===== config.mk =====
export PLATFORM = sky130hd
export DESIGN_NAME = sdma_spi_dma_engine
export DESIGN_NICKNAME = d
export VERILOG_FILES = /design/src/sdma_spi_dma_engine.v
export VERILOG_INCLUDE_DIRS = /design/src
export SDC_FILE = /design/constraint.sdc
export NUM_CORES = 1
export LEC_CHECK = 0
export ABC_AREA = 1
export BUFFER_PORTS_ARGS = -buffer_cell sky130_fd_sc_hd__buf_2
export CAP_MARGIN = 25
export CORE_ASPECT_RATIO = 0.8
export CORE_MARGIN = 2
export CORE_UTILIZATION = 35
export DETAILED_ROUTE_END_ITERATION = 12
export GPL_ROUTABILITY_DRIVEN = 0
export PLACE_DENSITY = 0.56
export REMOVE_ABC_BUFFERS = 1
export SLEW_MARGIN = 10
export SYNTH_ARGS = -nofsm -noshare
export SYNTH_HDL_FRONTEND = slang
export SYNTH_SLANG_ARGS = --single-unit
export TNS_END_PERCENT = 10

===== constraint.sdc =====
create_clock -name clk -period 3.25 [get_ports clk]
set_input_delay 0.65 -clock clk [delete_from_list [all_inputs] [get_ports clk]]
set_output_delay 0.65 -clock clk [all_outputs]
set_load 0.1 [all_outputs]

===== src/sdma_consts.vh =====
// Constants for the serial-port DMA engine
`ifndef SDMA_CONSTS_VH
`define SDMA_CONSTS_VH

// Register byte addresses
`define SDMA_ADDR_W          12
`define SDMA_OFS_CTRL2       12'hF86
`define SDMA_OFS_CTRL1       12'hF88
`define SDMA_OFS_BC_LO       12'hF80
`define SDMA_OFS_BC_HI       12'hF81
`define SDMA_OFS_TX_LO       12'hF82
`define SDMA_OFS_TX_HI       12'hF83
`define SDMA_OFS_RX_LO       12'hF84
`define SDMA_OFS_RX_HI       12'hF85
`define SDMA_OFS_FLAG        12'hF87

// Reset values
`define SDMA_RST_BYTE        8'h00
`define SDMA_RST_BC          10'h000
`define SDMA_RST_PTR         12'h000

// Main control fields
`define SDMA_C1_ACTIVE       0
`define SDMA_C1_DLYIRQ       1
`define SDMA_C1_DIR_LO       2
`define SDMA_C1_DIR_HI       3
`define SDMA_DIR_FULL        2'h2
`define SDMA_DIR_TX          2'h1
`define SDMA_DIR_RX          2'h0

// Delay/watermark fields
`define SDMA_C2_WM_LO        0
`define SDMA_C2_WM_HI        3
`define SDMA_C2_DLY_LO       4
`define SDMA_C2_DLY_HI       7

// Delay decode
`define SDMA_DLY_POW_LAST    4'h7
`define SDMA_DLY_TOP         4'hF
`define SDMA_DLY_MAX         12'h800
`define SDMA_DLY_STEP        12'h080
`define SDMA_DLY_OFFS        4'h6

// Watermark decode
`define SDMA_WM_NONE         4'h0
`define SDMA_WM_POW_LAST     4'h6
`define SDMA_WM_ODD          4'h7
`define SDMA_WM_ODD_VAL      11'h043
`define SDMA_WM_STEP         11'h040
`define SDMA_WM_OFFS         4'h6

// Minimum master idle per serial clock divider
`define SDMA_DIV4            2'h0
`define SDMA_DIV16           2'h1
`define SDMA_IDLE_DIV4       12'h008
`define SDMA_IDLE_DIV16      12'h009
`define SDMA_IDLE_DIV64      12'h00F
`define SDMA_IRQ_DLY_GAP     12'h001

// Protected banks 14 and 15
`define SDMA_BANK_PROT       4'hE

// Dummy byte sent in receive-only mode
`define SDMA_DUMMY_TX        8'hFF

`endif


===== src/sdma_spi_dma_engine.v =====
// Serial-port DMA engine: registers, memory mover and flag logic
// Function
// - Delay code maps to 1..2048 cycles
// - Delay adds to overhead when irq disabled
// - Master idles minimum cycles per clock divider
// - Irq enabled: timeout interrupt, short rewrite gap
// - Watermark code maps to remaining-byte thresholds
// - Ten-bit counter decrements after each byte but the last
// - Final byte clears active, counter reads zero
// - Transfers counter value plus one bytes
// - Transmit bytes fetched via advancing tx pointer
// - Transmit reads of banks 14/15 blocked
// - Received bytes stored via advancing rx pointer
// - Receive writes to banks 14/15 blocked
// - Flag sets when remaining count hits watermark
// - Flag sets when transaction completes
// - No watermark refire until completion or rewrite
// - Watermark rewrite above remaining sets flag
// - Slave timeout interrupt on long gap
// - Master and slave both start on active
// - Per-byte flag only when engine inactive
// - Software sets active bit, engine clears it
// - Direction code 10 full, 01 tx, 00 rx
// - Abort finishes byte, then stops all updates
//
// The address-and-strobe port is this design's own decision.
`timescale 1ns/10ps
`include "sdma_consts.vh"
`default_nettype none

module sdma_spi_dma_engine #(
	parameter AW = `SDMA_ADDR_W
) (
	// Clock and reset
	input  wire          clk,
	input  wire          sys_rst,
	// Register port
	input  wire [AW-1:0] regAddr,
	input  wire [7:0]    regWrData,
	input  wire          regWrite,
	input  wire          regRead,
	output reg  [7:0]    regRdData,
	// Memory port
	output reg  [11:0]   memAddr,
	output reg           memRdReq,
	input  wire [7:0]    memRdData,
	output reg           memWrReq,
	output reg  [7:0]    memWrData,
	// Serial port side
	input  wire          sspMaster,
	input  wire [1:0]    sspClkDiv,
	output reg           sspWrite,
	output reg  [7:0]    sspTxData,
	input  wire          sspByteDone,
	input  wire [7:0]    sspRxData,
	// Status
	output reg           serialPortIrqFlag,
	output reg           transferActive
);

	localparam S_IDLE  = 3'h0;
	localparam S_FETCH = 3'h1;
	localparam S_FWAIT = 3'h2;
	localparam S_LOAD  = 3'h3;
	localparam S_WAITB = 3'h4;
	localparam S_UPD   = 3'h5;
	localparam S_GAP   = 3'h6;

	// Delay decode
	function [11:0] dlyCycles;
		input [3:0] code;
		begin
			if (code <= `SDMA_DLY_POW_LAST) begin
				dlyCycles = 12'h001 << code;
			end else if (code == `SDMA_DLY_TOP) begin
				dlyCycles = `SDMA_DLY_MAX;
			end else begin
				dlyCycles = {8'h00, code - `SDMA_DLY_OFFS} * `SDMA_DLY_STEP;
			end
		end
	endfunction

	// Watermark decode
	function [10:0] wmBytes;
		input [3:0] code;
		begin
			if (code == `SDMA_WM_NONE) begin
				wmBytes = 11'h000;
			end else if (code <= `SDMA_WM_POW_LAST) begin
				wmBytes = 11'h001 << (code - 4'h1);
			end else if (code == `SDMA_WM_ODD) begin
				wmBytes = `SDMA_WM_ODD_VAL;
			end else begin
				wmBytes = {7'h00, code - `SDMA_WM_OFFS} * `SDMA_WM_STEP;
			end
		end
	endfunction

	reg  [7:0]  mainCtrl;
	reg  [7:0]  delayWmCtrl;
	reg  [9:0]  byteCounter;
	reg  [11:0] txPointer;
	reg  [11:0] rxPointer;
	reg  [2:0]  state;
	reg  [11:0] gapCnt;
	reg  [11:0] idleCnt;
	reg         wmDone;
	reg         blockTx;

	wire [1:0]  dirSel    = mainCtrl[`SDMA_C1_DIR_HI:`SDMA_C1_DIR_LO];
	wire        dlyIrqEn  = mainCtrl[`SDMA_C1_DLYIRQ];
	wire [3:0]  dlySel    = delayWmCtrl[`SDMA_C2_DLY_HI:`SDMA_C2_DLY_LO];
	wire [3:0]  wmSel     = delayWmCtrl[`SDMA_C2_WM_HI:`SDMA_C2_WM_LO];
	// Direction decode
	wire        txUse     = (dirSel == `SDMA_DIR_FULL) || (dirSel == `SDMA_DIR_TX);
	wire        rxUse     = (dirSel == `SDMA_DIR_FULL) || (dirSel == `SDMA_DIR_RX);
	wire [11:0] dlyVal    = dlyCycles(dlySel);
	wire [10:0] remaining = {1'b0, byteCounter} + 11'h001;
	wire [10:0] wmVal     = wmBytes(wmSel);
	wire        txProt    = (txPointer[11:8] >= `SDMA_BANK_PROT);
	wire        rxProt    = (rxPointer[11:8] >= `SDMA_BANK_PROT);

	// Minimum master idle
	reg  [11:0] minIdle;
	always @* begin
		case (sspClkDiv)
			`SDMA_DIV4:  minIdle = `SDMA_IDLE_DIV4;
			`SDMA_DIV16: minIdle = `SDMA_IDLE_DIV16;
			default:     minIdle = `SDMA_IDLE_DIV64;
		endcase
	end
	// Gap: minimum idle plus selected delay, or plus one cycle when the delay irq is on
	wire [11:0] gapTarget = minIdle + (dlyIrqEn ? `SDMA_IRQ_DLY_GAP : dlyVal);
	wire        gapDone   = (gapCnt >= gapTarget - 12'h001);
	wire [2:0]  firstState = txUse ? S_FETCH : S_LOAD;

	wire wrCtrl1 = regWrite && (regAddr == `SDMA_OFS_CTRL1);
	wire wrCtrl2 = regWrite && (regAddr == `SDMA_OFS_CTRL2);
	wire wrFlag  = regWrite && (regAddr == `SDMA_OFS_FLAG);
	// Register write decodes for counter and pointers
	wire wrBcLo  = regWrite && (regAddr == `SDMA_OFS_BC_LO);
	wire wrBcHi  = regWrite && (regAddr == `SDMA_OFS_BC_HI);
	wire wrTxLo  = regWrite && (regAddr == `SDMA_OFS_TX_LO);
	wire wrTxHi  = regWrite && (regAddr == `SDMA_OFS_TX_HI);
	wire wrRxLo  = regWrite && (regAddr == `SDMA_OFS_RX_LO);
	wire wrRxHi  = regWrite && (regAddr == `SDMA_OFS_RX_HI);
	wire [10:0] newWm = wmBytes(regWrData[`SDMA_C2_WM_HI:`SDMA_C2_WM_LO]);
	wire wmRaise = wrCtrl2 && transferActive && (newWm > remaining);
	wire lastByte  = (state == S_UPD) && (byteCounter == `SDMA_RST_BC);
	wire finish    = transferActive && lastByte;
	wire wmHit     = transferActive && !wmDone && (wmVal != 11'h000)
		&& (remaining <= wmVal) && (state != S_IDLE);
	wire timeoutHit = transferActive && dlyIrqEn && (state != S_IDLE)
		&& (idleCnt == dlyVal);
	wire perByte    = sspByteDone && !transferActive && (state == S_IDLE);

	// Byte engine
	always @(posedge clk) begin
		if (sys_rst) begin
			state       <= S_IDLE;
			byteCounter <= `SDMA_RST_BC;
			txPointer   <= `SDMA_RST_PTR;
			rxPointer   <= `SDMA_RST_PTR;
			memAddr     <= `SDMA_RST_PTR;
			memRdReq    <= 1'b0;
			memWrReq    <= 1'b0;
			memWrData   <= `SDMA_RST_BYTE;
			sspWrite    <= 1'b0;
			sspTxData   <= `SDMA_RST_BYTE;
			gapCnt      <= 12'h000;
			blockTx     <= 1'b0;
		end else begin
			memRdReq <= 1'b0;
			memWrReq <= 1'b0;
			sspWrite <= 1'b0;
			if (wrBcLo) begin
				byteCounter[7:0] <= regWrData;
			end
			if (wrBcHi) begin
				byteCounter[9:8] <= regWrData[1:0];
			end
			if (wrTxLo) begin
				txPointer[7:0] <= regWrData;
			end
			if (wrTxHi) begin
				txPointer[11:8] <= regWrData[3:0];
			end
			if (wrRxLo) begin
				rxPointer[7:0] <= regWrData;
			end
			if (wrRxHi) begin
				rxPointer[11:8] <= regWrData[3:0];
			end
			case (state)
				S_IDLE: begin
					// Arms in both modes; slave waits for the peer clock
					if (transferActive) begin
						state <= firstState;
					end
				end
				S_FETCH: begin
					if (!transferActive) begin
						state <= S_IDLE;
					end else begin
						memAddr  <= txPointer;
						memRdReq <= !txProt;
						blockTx  <= txProt;
						state    <= S_FWAIT;
					end
				end
				S_FWAIT: begin
					if (!transferActive) begin
						state <= S_IDLE;
					end else begin
						state <= S_LOAD;
					end
				end
				S_LOAD: begin
					if (!transferActive) begin
						state <= S_IDLE;
					end else begin
						// Data fetched first, then the shift buffer written
						sspWrite <= 1'b1;
						if (!txUse) begin
							sspTxData <= `SDMA_DUMMY_TX;
						end else if (blockTx) begin
							sspTxData <= `SDMA_RST_BYTE;
						end else begin
							sspTxData <= memRdData;
						end
						state <= S_WAITB;
					end
				end
				S_WAITB: begin
					if (sspByteDone) begin
						if (!transferActive) begin
							state <= S_IDLE;
						end else begin
							if (rxUse) begin
								memAddr   <= rxPointer;
								memWrData <= sspRxData;
								memWrReq  <= !rxProt;
							end
							state <= S_UPD;
						end
					end
				end
				S_UPD: begin
					if (!transferActive) begin
						// Aborted: pointers and counter stay as they are
						state <= S_IDLE;
					end else begin
						// Store issued last cycle, now count and advance
						if (txUse) begin
							txPointer <= txPointer + 12'h001;
						end
						if (rxUse) begin
							rxPointer <= rxPointer + 12'h001;
						end
						gapCnt <= 12'h000;
						if (byteCounter == `SDMA_RST_BC) begin
							state <= S_IDLE;
						end else begin
							byteCounter <= byteCounter - 10'h001;
							if (sspMaster) begin
								state <= S_GAP;
							end else begin
								state <= firstState;
							end
						end
					end
				end
				S_GAP: begin
					if (!transferActive) begin
						state <= S_IDLE;
					end else if (gapDone) begin
						state <= firstState;
					end else begin
						gapCnt <= gapCnt + 12'h001;
					end
				end
				default: begin
					state <= S_IDLE;
				end
			endcase
		end
	end

	// Control registers and active bit
	always @(posedge clk) begin
		if (sys_rst) begin
			mainCtrl       <= `SDMA_RST_BYTE;
			delayWmCtrl    <= `SDMA_RST_BYTE;
			transferActive <= 1'b0;
		end else begin
			if (finish) begin
				transferActive <= 1'b0;
			end
			if (wrCtrl1) begin
				mainCtrl       <= regWrData;
				transferActive <= regWrData[`SDMA_C1_ACTIVE];
			end
			if (wrCtrl2) begin
				delayWmCtrl <= regWrData;
			end
		end
	end

	// Watermark latch and interrupt flag
	always @(posedge clk) begin
		if (sys_rst) begin
			wmDone            <= 1'b0;
			serialPortIrqFlag <= 1'b0;
		end else begin
			if (state == S_IDLE) begin
				wmDone <= 1'b0;
			end else if (wmRaise) begin
				wmDone <= 1'b1;
			end else if (wmHit) begin
				wmDone <= 1'b1;
			end
			// Hardware set wins over software clear
			if (wmHit || wmRaise || finish || timeoutHit || perByte) begin
				serialPortIrqFlag <= 1'b1;
			end else if (wrFlag) begin
				serialPortIrqFlag <= regWrData[0];
			end
		end
	end

	// Time since last completed byte
	always @(posedge clk) begin
		if (sys_rst) begin
			idleCnt <= 12'h000;
		end else if (sspByteDone || (state == S_IDLE)) begin
			idleCnt <= 12'h000;
		end else if (idleCnt <= dlyVal) begin
			idleCnt <= idleCnt + 12'h001;
		end
	end

	// Register read mux, zero when no read strobe
	reg  [7:0]  next_regRdData;
	always @* begin
		next_regRdData = `SDMA_RST_BYTE;
		if (regRead) begin
			case (regAddr)
				`SDMA_OFS_CTRL1: next_regRdData = {mainCtrl[7:1], transferActive};
				`SDMA_OFS_CTRL2: next_regRdData = delayWmCtrl;
				`SDMA_OFS_BC_LO: next_regRdData = byteCounter[7:0];
				`SDMA_OFS_BC_HI: next_regRdData = {6'h00, byteCounter[9:8]};
				`SDMA_OFS_TX_LO: next_regRdData = txPointer[7:0];
				`SDMA_OFS_TX_HI: next_regRdData = {4'h0, txPointer[11:8]};
				`SDMA_OFS_RX_LO: next_regRdData = rxPointer[7:0];
				`SDMA_OFS_RX_HI: next_regRdData = {4'h0, rxPointer[11:8]};
				`SDMA_OFS_FLAG:  next_regRdData = {7'h00, serialPortIrqFlag};
				default:         next_regRdData = `SDMA_RST_BYTE;
			endcase
		end
	end

	// Read data register, stands one cycle after the strobe
	always @(posedge clk) begin
		if (sys_rst) begin
			regRdData <= `SDMA_RST_BYTE;
		end else begin
			regRdData <= next_regRdData;
		end
	end

endmodule // sdma_spi_dma_engine
`default_nettype wire


==> results of run 1 <==
-- registers in the layout, indices dropped and copies added (netlist names), 8 cells and up --
register / count
regRdData: 8
rxPointer: 12
memWrData: 8
memAddr: 12
sspTxData: 8
byteCounter: 10
delayWmCtrl: 8
gapCnt: 12
idleCnt: 12
txPointer: 12
-- worst max-delay path: cells and delay by family, from the launching register on --
family / cells / cell delay [ns]
buffers and inverters: 3 / 0.32
and+or+nand+nor: 12 / 1.03
AOI/OAI and AO/OA: 1 / 0.11
adders and majority gates: 4 / 1.15
DFF: 1 / 0.37
xor gates and xnor gates: 1 / 0.12
-- power breakdown --
group,internal [mW],total (mW),leakage (nW),switching (mW)
combinational,0.175,0.555,3.30,0.379
sequential,1.48,1.50,0.961,0.0226
clock,1.21,1.97,0.291,0.767
-- metrics by stage --
stage	TNS, ns	cell area [um2]	power (mW)
floorplan	-0.0235	8430	1.86
global placement	-1.02	9530	2.05
detailed placement	-3.00	9530	2.06
CTS	0	10200	4.03
global route	-2.33	10400	4.19
finish	0	10400	4.03
-- final cells by class --
type,instances,area [um2]
multi-input combinational,948,5600
sequential,119,2390
clock inverter,15,179
timing repair buffer,124,762
tap,318,398
fill,2590,13900
clock buffer,17,425
inverter,169,639
-- cells in the mapped netlist, types with 4 or more instances --
cell      number
or2_2          5
nand3b_1       4
nor3_1        28
nor2_2         6
a211oi_1       8
nor2_4        11
nand3_1       81
clkbuf_1      18
o21a_1         4
nor4_1         4
inv_1        146
nand2_2        8
o21bai_1       4
o22ai_1       12
nand2_1      234
buf_2         13
a21oi_1      120
xnor2_1        6
o21ai_0       94
a31oi_1       23
xor2_1        32
o211ai_1       7
ha_1          68
nor2_1       127
buf_6          6
dfxtp_1      119
o21ai_2        5
o21ai_1       11
nand4_1       14
inv_2         17
-- layer usage --
metal	GRT usage (%)	up-vias
met3	3.90	24
met4	4.62	0
met5	0	-
met1	30.3	4024
met2	31.5	233
li1	-	4471
-- final timing paths --
check	startpoint	to	slack, ns	cells after the start
setup reg to reg	delayWmCtrl[6]$_SDFFE_PP0P_	gapCnt[1]$_SDFFE_PP0P_	0.04	21
hold reg to reg	memWrData[4]$_SDFFE_PP0P_	memWrData[4]$_SDFFE_PP0P_	0.51	2
hold / removal	sspRxData[7]	memWrData[7]$_SDFFE_PP0P_	0.44	3
setup / recovery	delayWmCtrl[6]$_SDFFE_PP0P_	gapCnt[1]$_SDFFE_PP0P_	0.04	21
-- cells by family after synthesis --
| logic type | count (synthesis) | synth area share (%) |
|---|---|---|
| multiplexers | 1 | 0.116 |
| AO/OA/AOI/OAI | 300 | 19.3 |
| XOR/XNOR | 38 | 3.84 |
| flip-flops | 119 | 27.5 |
| buffers and inverters | 212 | 10.1 |
| adder cells (fa/ha/maj) | 69 | 10.1 |
| AND/OR/NAND/NOR | 540 | 29.1 |
-- repair_timing --
item	4_1_cts	5_1_grt
pin swaps	3	27
setup endpoints to repair	14	15
cloned	0	1
gates resized for setup	9	42
endpoints found under the hold margin	0	0
buffers inserted	0	4
==> results.cfg, run 1 <==
[outcome]
status = finished clean

[timing]
final.hold.worst_slack_ns = 0.442
slew_headroom_pct = 44.2
max_clock_freq_mhz = 312
period_share_pct = 98.7
measured_slew_at_the_worst_slew_check_pin_ns = 0.836
timing_hold_violations_final = 0
drv_slew = 0
post-route-worst-setup-slack_ns = 0.0408
grt_setup_unrepaired = true
setup-violations-final = 0
clock_skew_ns = 0.00737
post-route-min-period_ns = 3.21

[synthesis]
ys_seq_elements = 119
async_flop_share_pct = 0
ys_top_cells_by_area = dfxtp_1, nand2_1, ha_1, a21oi_1, inv_1
postSynthAreaPerCell_um2 = 6.77
number_of_instances_in_the_synthesized_netlist = 1279
post-synth-top-area-cell = dfxtp_1
ys_dominant_reg_cell = dfxtp_1
post_synth_num_cell_types = 56
synth_top_cell_area_share_pct = 27.5
synth-edff-count = 0
synth.cell_area_um2 = 8660
synth_seq_area_share_pct = 27.5
synth_warnings = 0

[global_routing]
grt_pass1_wl_um = 43000
grt_start_max_net_pins = 43
grtUsageTotal_pct = 20.7
grt_pass1_vias = 8130
number_of_antenna_violations_at_the_first_check_in_global_routing = 0
globalRouteOverflowTotal = 0

[clock_tree]
clk_pin_slew_worst_paths_ns = 0.06
max-clock-path-buffers = 2
cts.htree.levels = 4
tritoncts_clock_tree = yes
cts_hold_buf = 0
clock_sink_count = 119
clk_latency_ns = 0.43
clock_tree_root = clkbuf_16
cts_buffers = 17

[routing]
met3RoutedLength_um = 1600
detail-route-antenna-nets = 0
routed_via_density = 5.12
route.top_layer_used = met4
routedWlPerCell_um = 15.6
routed-wl-met2_um = 11400
routed-via-count = 8752
firstDrtPassIters = 6
remaining_design_rule_violation_count = 0
drt_iter0_markers = 681
route.layer.met1.wl_um = 13500
totalWireLength_um = 26700

[layout]
antenna-diode-count = 0
layout.cells.most_common_list = nand2_1, inv_1, nor2_1
share_of_layout_cells_above_drive_strength_1_pct = 19.5
final_common_cell = nand2_1
areaGrowthSynthToFinish_pct = 20.0
finish.utilization_pct = 42.7
layout.nets = 1492
post_layout_nonfiller_instances = 1710

[floorplan]
initial_core_util_pct = 35.6
die_y_um = 145
floorplan.die_area_um2 = 26000
core.rowCount = 51
core_um2 = 24300
top_level_ports = 85
die_width_um = 180

[critical_path]
critPathSlowestCell = fa_2
crit_top_cell = nand2_2
timing.critical_path.fanout_max = 6
critical_path_arrival_ns = 3.53
critical_path.startpoint_type = flop
crit_chain = nor2_4 -> nand3_2 -> ha_4 -> inv_2 -> ha_4 -> fa_2 -> buf_6 -> xnor2_2 -> ha_1 -> nand2_2 -> o21bai_4 -> nand2_2 -> nand2_2 -> nand3_2 -> nor2_2 -> nand2_2 -> nand2_4 -> clkbuf_16 -> nand2_1 -> nand2_1 -> nor2_1
endpoint_kind = flop
cpPeakStageDelay_ns = 0.38
critical_path_required_ns = 3.57
setup.worst_path.class = reg2reg

[pwr]
power-per-cell-area_nw_per_um2 = 388
vdd.ir_drop.worst_uv = 405
power.static_leakage_nw = 4.55

[place]
dp_worst_setup_slack_ns = -0.242
place_hpwl_um = 20200
place.port_buffers = 84
place.detailed.instances = 1674

[run]
max-cap-violations = 0

[hold_path]
hold_path.class = in2reg
Power figures use the tool's default switching activity.
==> run 2, diff against run 1 <==
--- a/config.mk
+++ b/config.mk
@@ -7,7 +7,7 @@
 export NUM_CORES = 1
 export LEC_CHECK = 0
 export ABC_AREA = 1
-export BUFFER_PORTS_ARGS = -buffer_cell sky130_fd_sc_hd__buf_2
+export BUFFER_PORTS_ARGS = -buffer_cell sky130_fd_sc_hd__clkbuf_2
 export CAP_MARGIN = 25
 export CORE_ASPECT_RATIO = 0.8
 export CORE_MARGIN = 2
==> run 2 against run 1 <==
Net effect: design area decreased by 0.22%; setup slack got worse by 0.037 ns; clock power about the same; wire length hardly changed; first-iteration DRC count up 2.8%; sequential share of layout area hardly changed; fmax is 1.1% lower.
==> results.cfg, run 2 (same netlist as run 1, synthesis figures left out) <==
[timing]
grt_setup_unrepaired = true
slew_headroom_pct = 62.8
post-route-min-period_ns = 3.25
final.hold.worst_slack_ns = 0.449
clock_skew_ns = 0.0135
timing_hold_violations_final = 0
period_share_pct = 99.9
drv_slew = 0
max_clock_freq_mhz = 308
measured_slew_at_the_worst_slew_check_pin_ns = 0.557
setup-violations-final = 0

[layout]
final_common_cell = nand2_1
post_layout_nonfiller_instances = 1710
regArea_um2 = 2390
layout.nets = 1493
share_of_layout_cells_above_drive_strength_1_pct = 18.7
layout.cells.most_common_list = nand2_1, inv_1, nor2_1
fillers = 2556
antenna-diode-count = 0
areaGrowthSynthToFinish_pct = 19.7
multi_input_comb_area_um2 = 5560

[place]
place.port_buffers = 84
place.detailed.instances = 1676
place_hpwl_um = 20000

[critical_path]
timing.rr.end = state[2]$_SDFFE_PP0P_
critical_path.startpoint_type = flop
setup.reg_to_reg.worst_slack_ns = 0.003
crit_top_cell = nand2_1
critical_path_required_ns = 3.57
timing.critical_path.fanout_max = 13
endpoint_kind = flop
cpPeakStageDelay_ns = 0.37
critPathSlowestCell = dfxtp_4
crit_chain = nor4_4 -> buf_4 -> nor2_1 -> ha_1 -> inv_1 -> ha_4 -> fa_2 -> a21oi_2 -> o21ai_1 -> nand2_1 -> ha_4 -> nand2_1 -> nor2_1 -> and2_1 -> nand2_1 -> nand3_2 -> nor2_2 -> nand2_2 -> buf_6 -> nand3_1 -> o21bai_1 -> inv_1
worstReg2RegStart = delayWmCtrl[4]$_SDFFE_PP0P_
setup.worst_path.class = reg2reg
critical_path_arrival_ns = 3.56
rr_worst_depth = 22

[routing]
detail-route-antenna-nets = 0
totalWireLength_um = 26700
routed_via_density = 5.13
firstDrtPassIters = 6
routedWlPerCell_um = 15.6
routed-via-count = 8775
drt_iter0_markers = 700
remaining_design_rule_violation_count = 0

[floorplan]
top_level_ports = 85
die_y_um = 145
floorplan.die_area_um2 = 26000
initial_core_util_pct = 35.6
core.rowCount = 51
die_width_um = 180
core_um2 = 24300

[outcome]
status = finished clean

[clock_tree]
cts_buffers = 17
tritoncts_clock_tree = yes
clock_sink_count = 119
clock_tree_root = clkbuf_16
clk_pin_slew_worst_paths_ns = 0.06
cts.htree.levels = 4
max-clock-path-buffers = 2
clk_latency_ns = 0.43
cts_hold_buf = 0

[pwr]
power.static_leakage_nw = 4.53
power-per-cell-area_nw_per_um2 = 389
vdd.ir_drop.worst_uv = 354

[hold_path]
hold_path.class = in2reg
min-delay-start = sspRxData[7]
hold_end = memWrData[7]$_SDFFE_PP0P_
timing.hold.worst_path_depth = 3

[global_routing]
grt_start_max_net_pins = 45
grt_pass1_vias = 7974
grt_pass1_wl_um = 42400
grtUsageTotal_pct = 20.4
number_of_antenna_violations_at_the_first_check_in_global_routing = 0
globalRouteOverflowTotal = 0

[run]
max-cap-violations = 0
==> run 2: cell count changes in the layout (fill, tap and decap cells not counted), sizes merged <==
cell / previous run / this run
clkinv: 12 / 7
inv: 166 / 165
clkbuf: 18 / 109
buf: 123 / 40
clkinvlp: 3 / 1
==> run 2: worst max-delay path: cells and delay by family (launching register included) <==
family | cells | cell delay [ns]
flip-flops | 1 | 0.37
adder cells (fa/ha/maj) | 4 | 0.82
buffers and inverters | 4 | 0.48
AND/OR/NAND/NOR | 11 | 1.13
AO/OA/AOI/OAI | 3 | 0.31
==> run 2: metal layers <==
metal  vias to the layer above  track usage, %  wire (um)
met1                      4061            30.4      13700
met4                         0            3.89        156
met2                       233            31.0      11300
met3                        12            3.33       1540
met5                         -               0          0
li1                       4469               -          -
==> run 2: worst max-delay path by stage <==
| stage | start | end | slack [ns] |
|---|---|---|---|
| after floorplan | delayWmCtrl[4]$_SDFFE_PP0P_ | gapCnt[1]$_SDFFE_PP0P_ | -0.02 |
| after global placement | sspClkDiv[1] | state[2]$_SDFFE_PP0P_ | -0.14 |
| after detailed placement | sspClkDiv[1] | gapCnt[1]$_SDFFE_PP0P_ | -0.19 |
| after CTS | delayWmCtrl[4]$_SDFFE_PP0P_ | gapCnt[1]$_SDFFE_PP0P_ | 0.004 |
| after global routing | delayWmCtrl[4]$_SDFFE_PP0P_ | state[2]$_SDFFE_PP0P_ | -0.21 |
| final | delayWmCtrl[4]$_SDFFE_PP0P_ | state[2]$_SDFFE_PP0P_ | 0.003 |
==> run 2: area by class of cell <==
| type | instances | share of cell area, % |
|---|---|---|
| Tap cell | 318 | 3.84 |
| Multi-Input combinational cell | 948 | 53.6 |
| Timing Repair Buffer | 125 | 7.47 |
| Sequential cell | 119 | 23.0 |
| Clock inverter | 7 | 1.12 |
| Clock buffer | 24 | 4.74 |
| Inverter | 169 | 6.19 |
==> run 2: metrics by stage <==
| step | utilization, % | power [mW] | setup TNS [ns] | area, um2 | setup WS (ns) |
|---|---|---|---|---|---|
| after floorplan | - | 1.86 | -0.0235 | 8430 | -0.0235 |
| after global placement | 39.3 | 2.06 | -1.26 | 9550 | -0.136 |
| after detailed placement | 39.3 | 2.06 | -2.32 | 9550 | -0.195 |
| after CTS | 41.9 | 4.05 | 0 | 10200 | 0.00361 |
| after global routing | 42.6 | 4.17 | -2.56 | 10400 | -0.212 |
| final | 42.6 | 4.03 | 0 | 10400 | 0.00348 |
==> run 2: report_power, final <==
part	switching, mW	total (mW)	internal [mW]
sequential	0.0228	1.50	1.48
clock	0.710	1.99	1.28
combinational	0.368	0.534	0.166
==> run 2: what timing repair did <==
| item | 4_1_cts | 5_1_grt |
|---|---|---|
| setup buffers | 0 | 2 |
| pin swaps | 3 | 15 |
| cloned | 0 | 1 |
| endpoints found under the setup margin | 14 | 15 |
| resized for setup | 8 | 34 |
==> run 3, diff against run 2 <==
--- a/config.mk
+++ b/config.mk
@@ -9,12 +9,14 @@
 export ABC_AREA = 1
 export BUFFER_PORTS_ARGS = -buffer_cell sky130_fd_sc_hd__clkbuf_2
 export CAP_MARGIN = 25
+export CELL_PAD_IN_SITES_DETAIL_PLACEMENT = 1
+export CELL_PAD_IN_SITES_GLOBAL_PLACEMENT = 1
 export CORE_ASPECT_RATIO = 0.8
 export CORE_MARGIN = 2
 export CORE_UTILIZATION = 35
 export DETAILED_ROUTE_END_ITERATION = 12
 export GPL_ROUTABILITY_DRIVEN = 0
-export PLACE_DENSITY = 0.56
+export PLACE_DENSITY = 0.72
 export REMOVE_ABC_BUFFERS = 1
 export SLEW_MARGIN = 10
 export SYNTH_ARGS = -nofsm -noshare
==> run 3 against run 2 <==
Net effect: the flow now finishes with violations (negative setup slack); final cell count is 0.47% higher; critical path depth unchanged; sequential cell count did not move; register-to-register slack is essentially flat; die area unchanged; utilization is 0.74 points higher.
==> results.cfg, run 3 (same netlist as run 1, synthesis figures left out) <==
[hold_path]
hold_path.class = in2reg

[clock_tree]
max-clock-path-buffers = 2
tritoncts_clock_tree = yes
cts_buffers = 17
cts.htree.levels = 4
clock_tree_root = clkbuf_16
clock_sink_count = 119
clk_latency_ns = 0.43
clk_pin_slew_worst_paths_ns = 0.07
cts_hold_buf = 0

[routing]
detail-route-antenna-nets = 0
drt_iter0_markers = 592
route.top_layer_used = met4
routed-via-count = 9100
totalWireLength_um = 31200
met3RoutedLength_um = 1850
routedWlPerCell_um = 18.1
routed-wl-met2_um = 13100
firstDrtPassIters = 5
remaining_design_rule_violation_count = 0
routed_via_density = 5.30
route.layer.met1.wl_um = 15600

[timing]
drv_slew = 0
timing_hold_violations_final = 0
post-route-min-period_ns = 3.26
post-route-worst-setup-slack_ns = -0.00753
grt_setup_unrepaired = true
max_clock_freq_mhz = 307
slew_headroom_pct = 41.1
clock_skew_ns = 0.0106
setup-violations-final = 1
period_share_pct = 100
measured_slew_at_the_worst_slew_check_pin_ns = 0.879
finalSetupTns_ns = -0.00753

[critical_path]
critical_path_required_ns = 3.56
timing.critical_path.fanout_max = 3
setup.worst_path.class = reg2reg
critical_path_arrival_ns = 3.57
critical_path.startpoint_type = flop
endpoint_kind = flop

[global_routing]
grt_start_max_net_pins = 29
grt_pass1_wl_um = 49900
globalRouteOverflowTotal = 0
grtUsageTotal_pct = 24.1
grt_pass1_vias = 9213
number_of_antenna_violations_at_the_first_check_in_global_routing = 0

[floorplan]
floorplan.die_area_um2 = 26000
initial_core_util_pct = 35.6
die_y_um = 145
core_um2 = 24300
top_level_ports = 85
core.rowCount = 51
die_width_um = 180

[pwr]
seq_power_share_pct = 34.5
power-per-cell-area_nw_per_um2 = 412
switching_share_pct = 28.5
power.static_leakage_nw = 4.61
total_switching_power_mw = 1.24
cellInternalPower_mw = 3.11
power_frac_comb_pct = 13.0
vdd.ir_drop.worst_uv = 397
power_frac_clock_pct = 52.5

[layout]
fillers = 3110
antenna-diode-count = 0
share_of_layout_cells_above_drive_strength_1_pct = 20.1
post_layout_nonfiller_instances = 1718
layout.cells.most_common_list = nand2_1, inv_1, nor2_1
areaGrowthSynthToFinish_pct = 21.8
layout.nets = 1500
final_design_area_no_fill_um2 = 10500
final_common_cell = nand2_1

[place]
place_hpwl_um = 23800
post_dp_area_um2 = 9560
place.port_buffers = 84
dp_worst_setup_slack_ns = -0.270
place.detailed.instances = 1678

[run]
max-cap-violations = 0

[outcome]
violations_in_the_final_reports = negative setup slack
status = finished with violations
run 3: final timing paths:
kind	from	to	slack, ns	cells past startpoint
worst max-delay path	delayWmCtrl[6]$_SDFFE_PP0P_	state[2]$_SDFFE_PP0P_	-0.008	22
worst min-delay path	sspRxData[3]	memWrData[3]$_SDFFE_PP0P_	0.45	3
worst max register to register	delayWmCtrl[6]$_SDFFE_PP0P_	state[2]$_SDFFE_PP0P_	-0.008	22
worst min register to register	byteCounter[1]$_SDFF_PP0_	byteCounter[1]$_SDFF_PP0_	0.51	2
run 3: timing repair:
action                                  CTS  global route
gates cloned                              1             0
buffers inserted                          5             3
pin swaps                                13            18
endpoints found under the setup margin   15            17
resized for setup                        35            25
run 3: layer usage:
metal	vias to the layer above	GRT usage, %
met4	0	7.02
met2	224	36.5
met3	43	4.43
li1	4484	-
met1	4349	34.8
met5	-	0
run 3: metrics by stage:
| stage | power (mW) | hold slack (ns) | util, % |
|---|---|---|---|
| finish | 4.35 | 0.448 | 43.4 |
| global placement | 2.06 | 0.493 | 39.3 |
| detailed placement | 2.07 | 0.507 | 39.3 |
| floorplan | 1.86 | 0.459 | - |
| global route | 4.52 | 0.456 | 43.4 |
| CTS | 4.36 | 0.439 | 43.0 |
run 3: power by group through the flow:
stage	Combinational, mW	Clock, mW	Sequential (mW)
final	0.565	2.28	1.50
after global routing	0.630	2.39	1.50
after CTS	0.549	2.31	1.50
after detailed placement	0.539	0	1.53
after global placement	0.531	0	1.53
after floorplan	0.313	0	1.55
run 3: layout make-up:
cell class                 instances  area, um2  share of cell area [%]
multi-input combinational        948       5590                    53.0
sequential                       119       2390                    22.7
timing repair buffer             132        836                    7.92
inverter                         169        639                    6.06
clock buffer                      17        425                    4.03
tap                              318        398                    3.77
clock inverter                    15        262                    2.48
run 3: critical path, cell delays in order, from the launching register on:
cell and delay [ns]:
dfxtp_4 0.36, nor2_4 0.12, buf_6 0.11, nand3_4 0.09
ha_4 0.28, inv_2 0.04, ha_4 0.15, fa_2 0.36
buf_6 0.13, xnor2_1 0.11, ha_1 0.31, nand2_2 0.06
buf_4 0.13, nor2_2 0.08, nand3_1 0.09, nand3_2 0.12
nor2_2 0.04, nand2_2 0.11, buf_6 0.10, buf_4 0.09
nand3_2 0.06, o21bai_1 0.14, inv_1 0.05
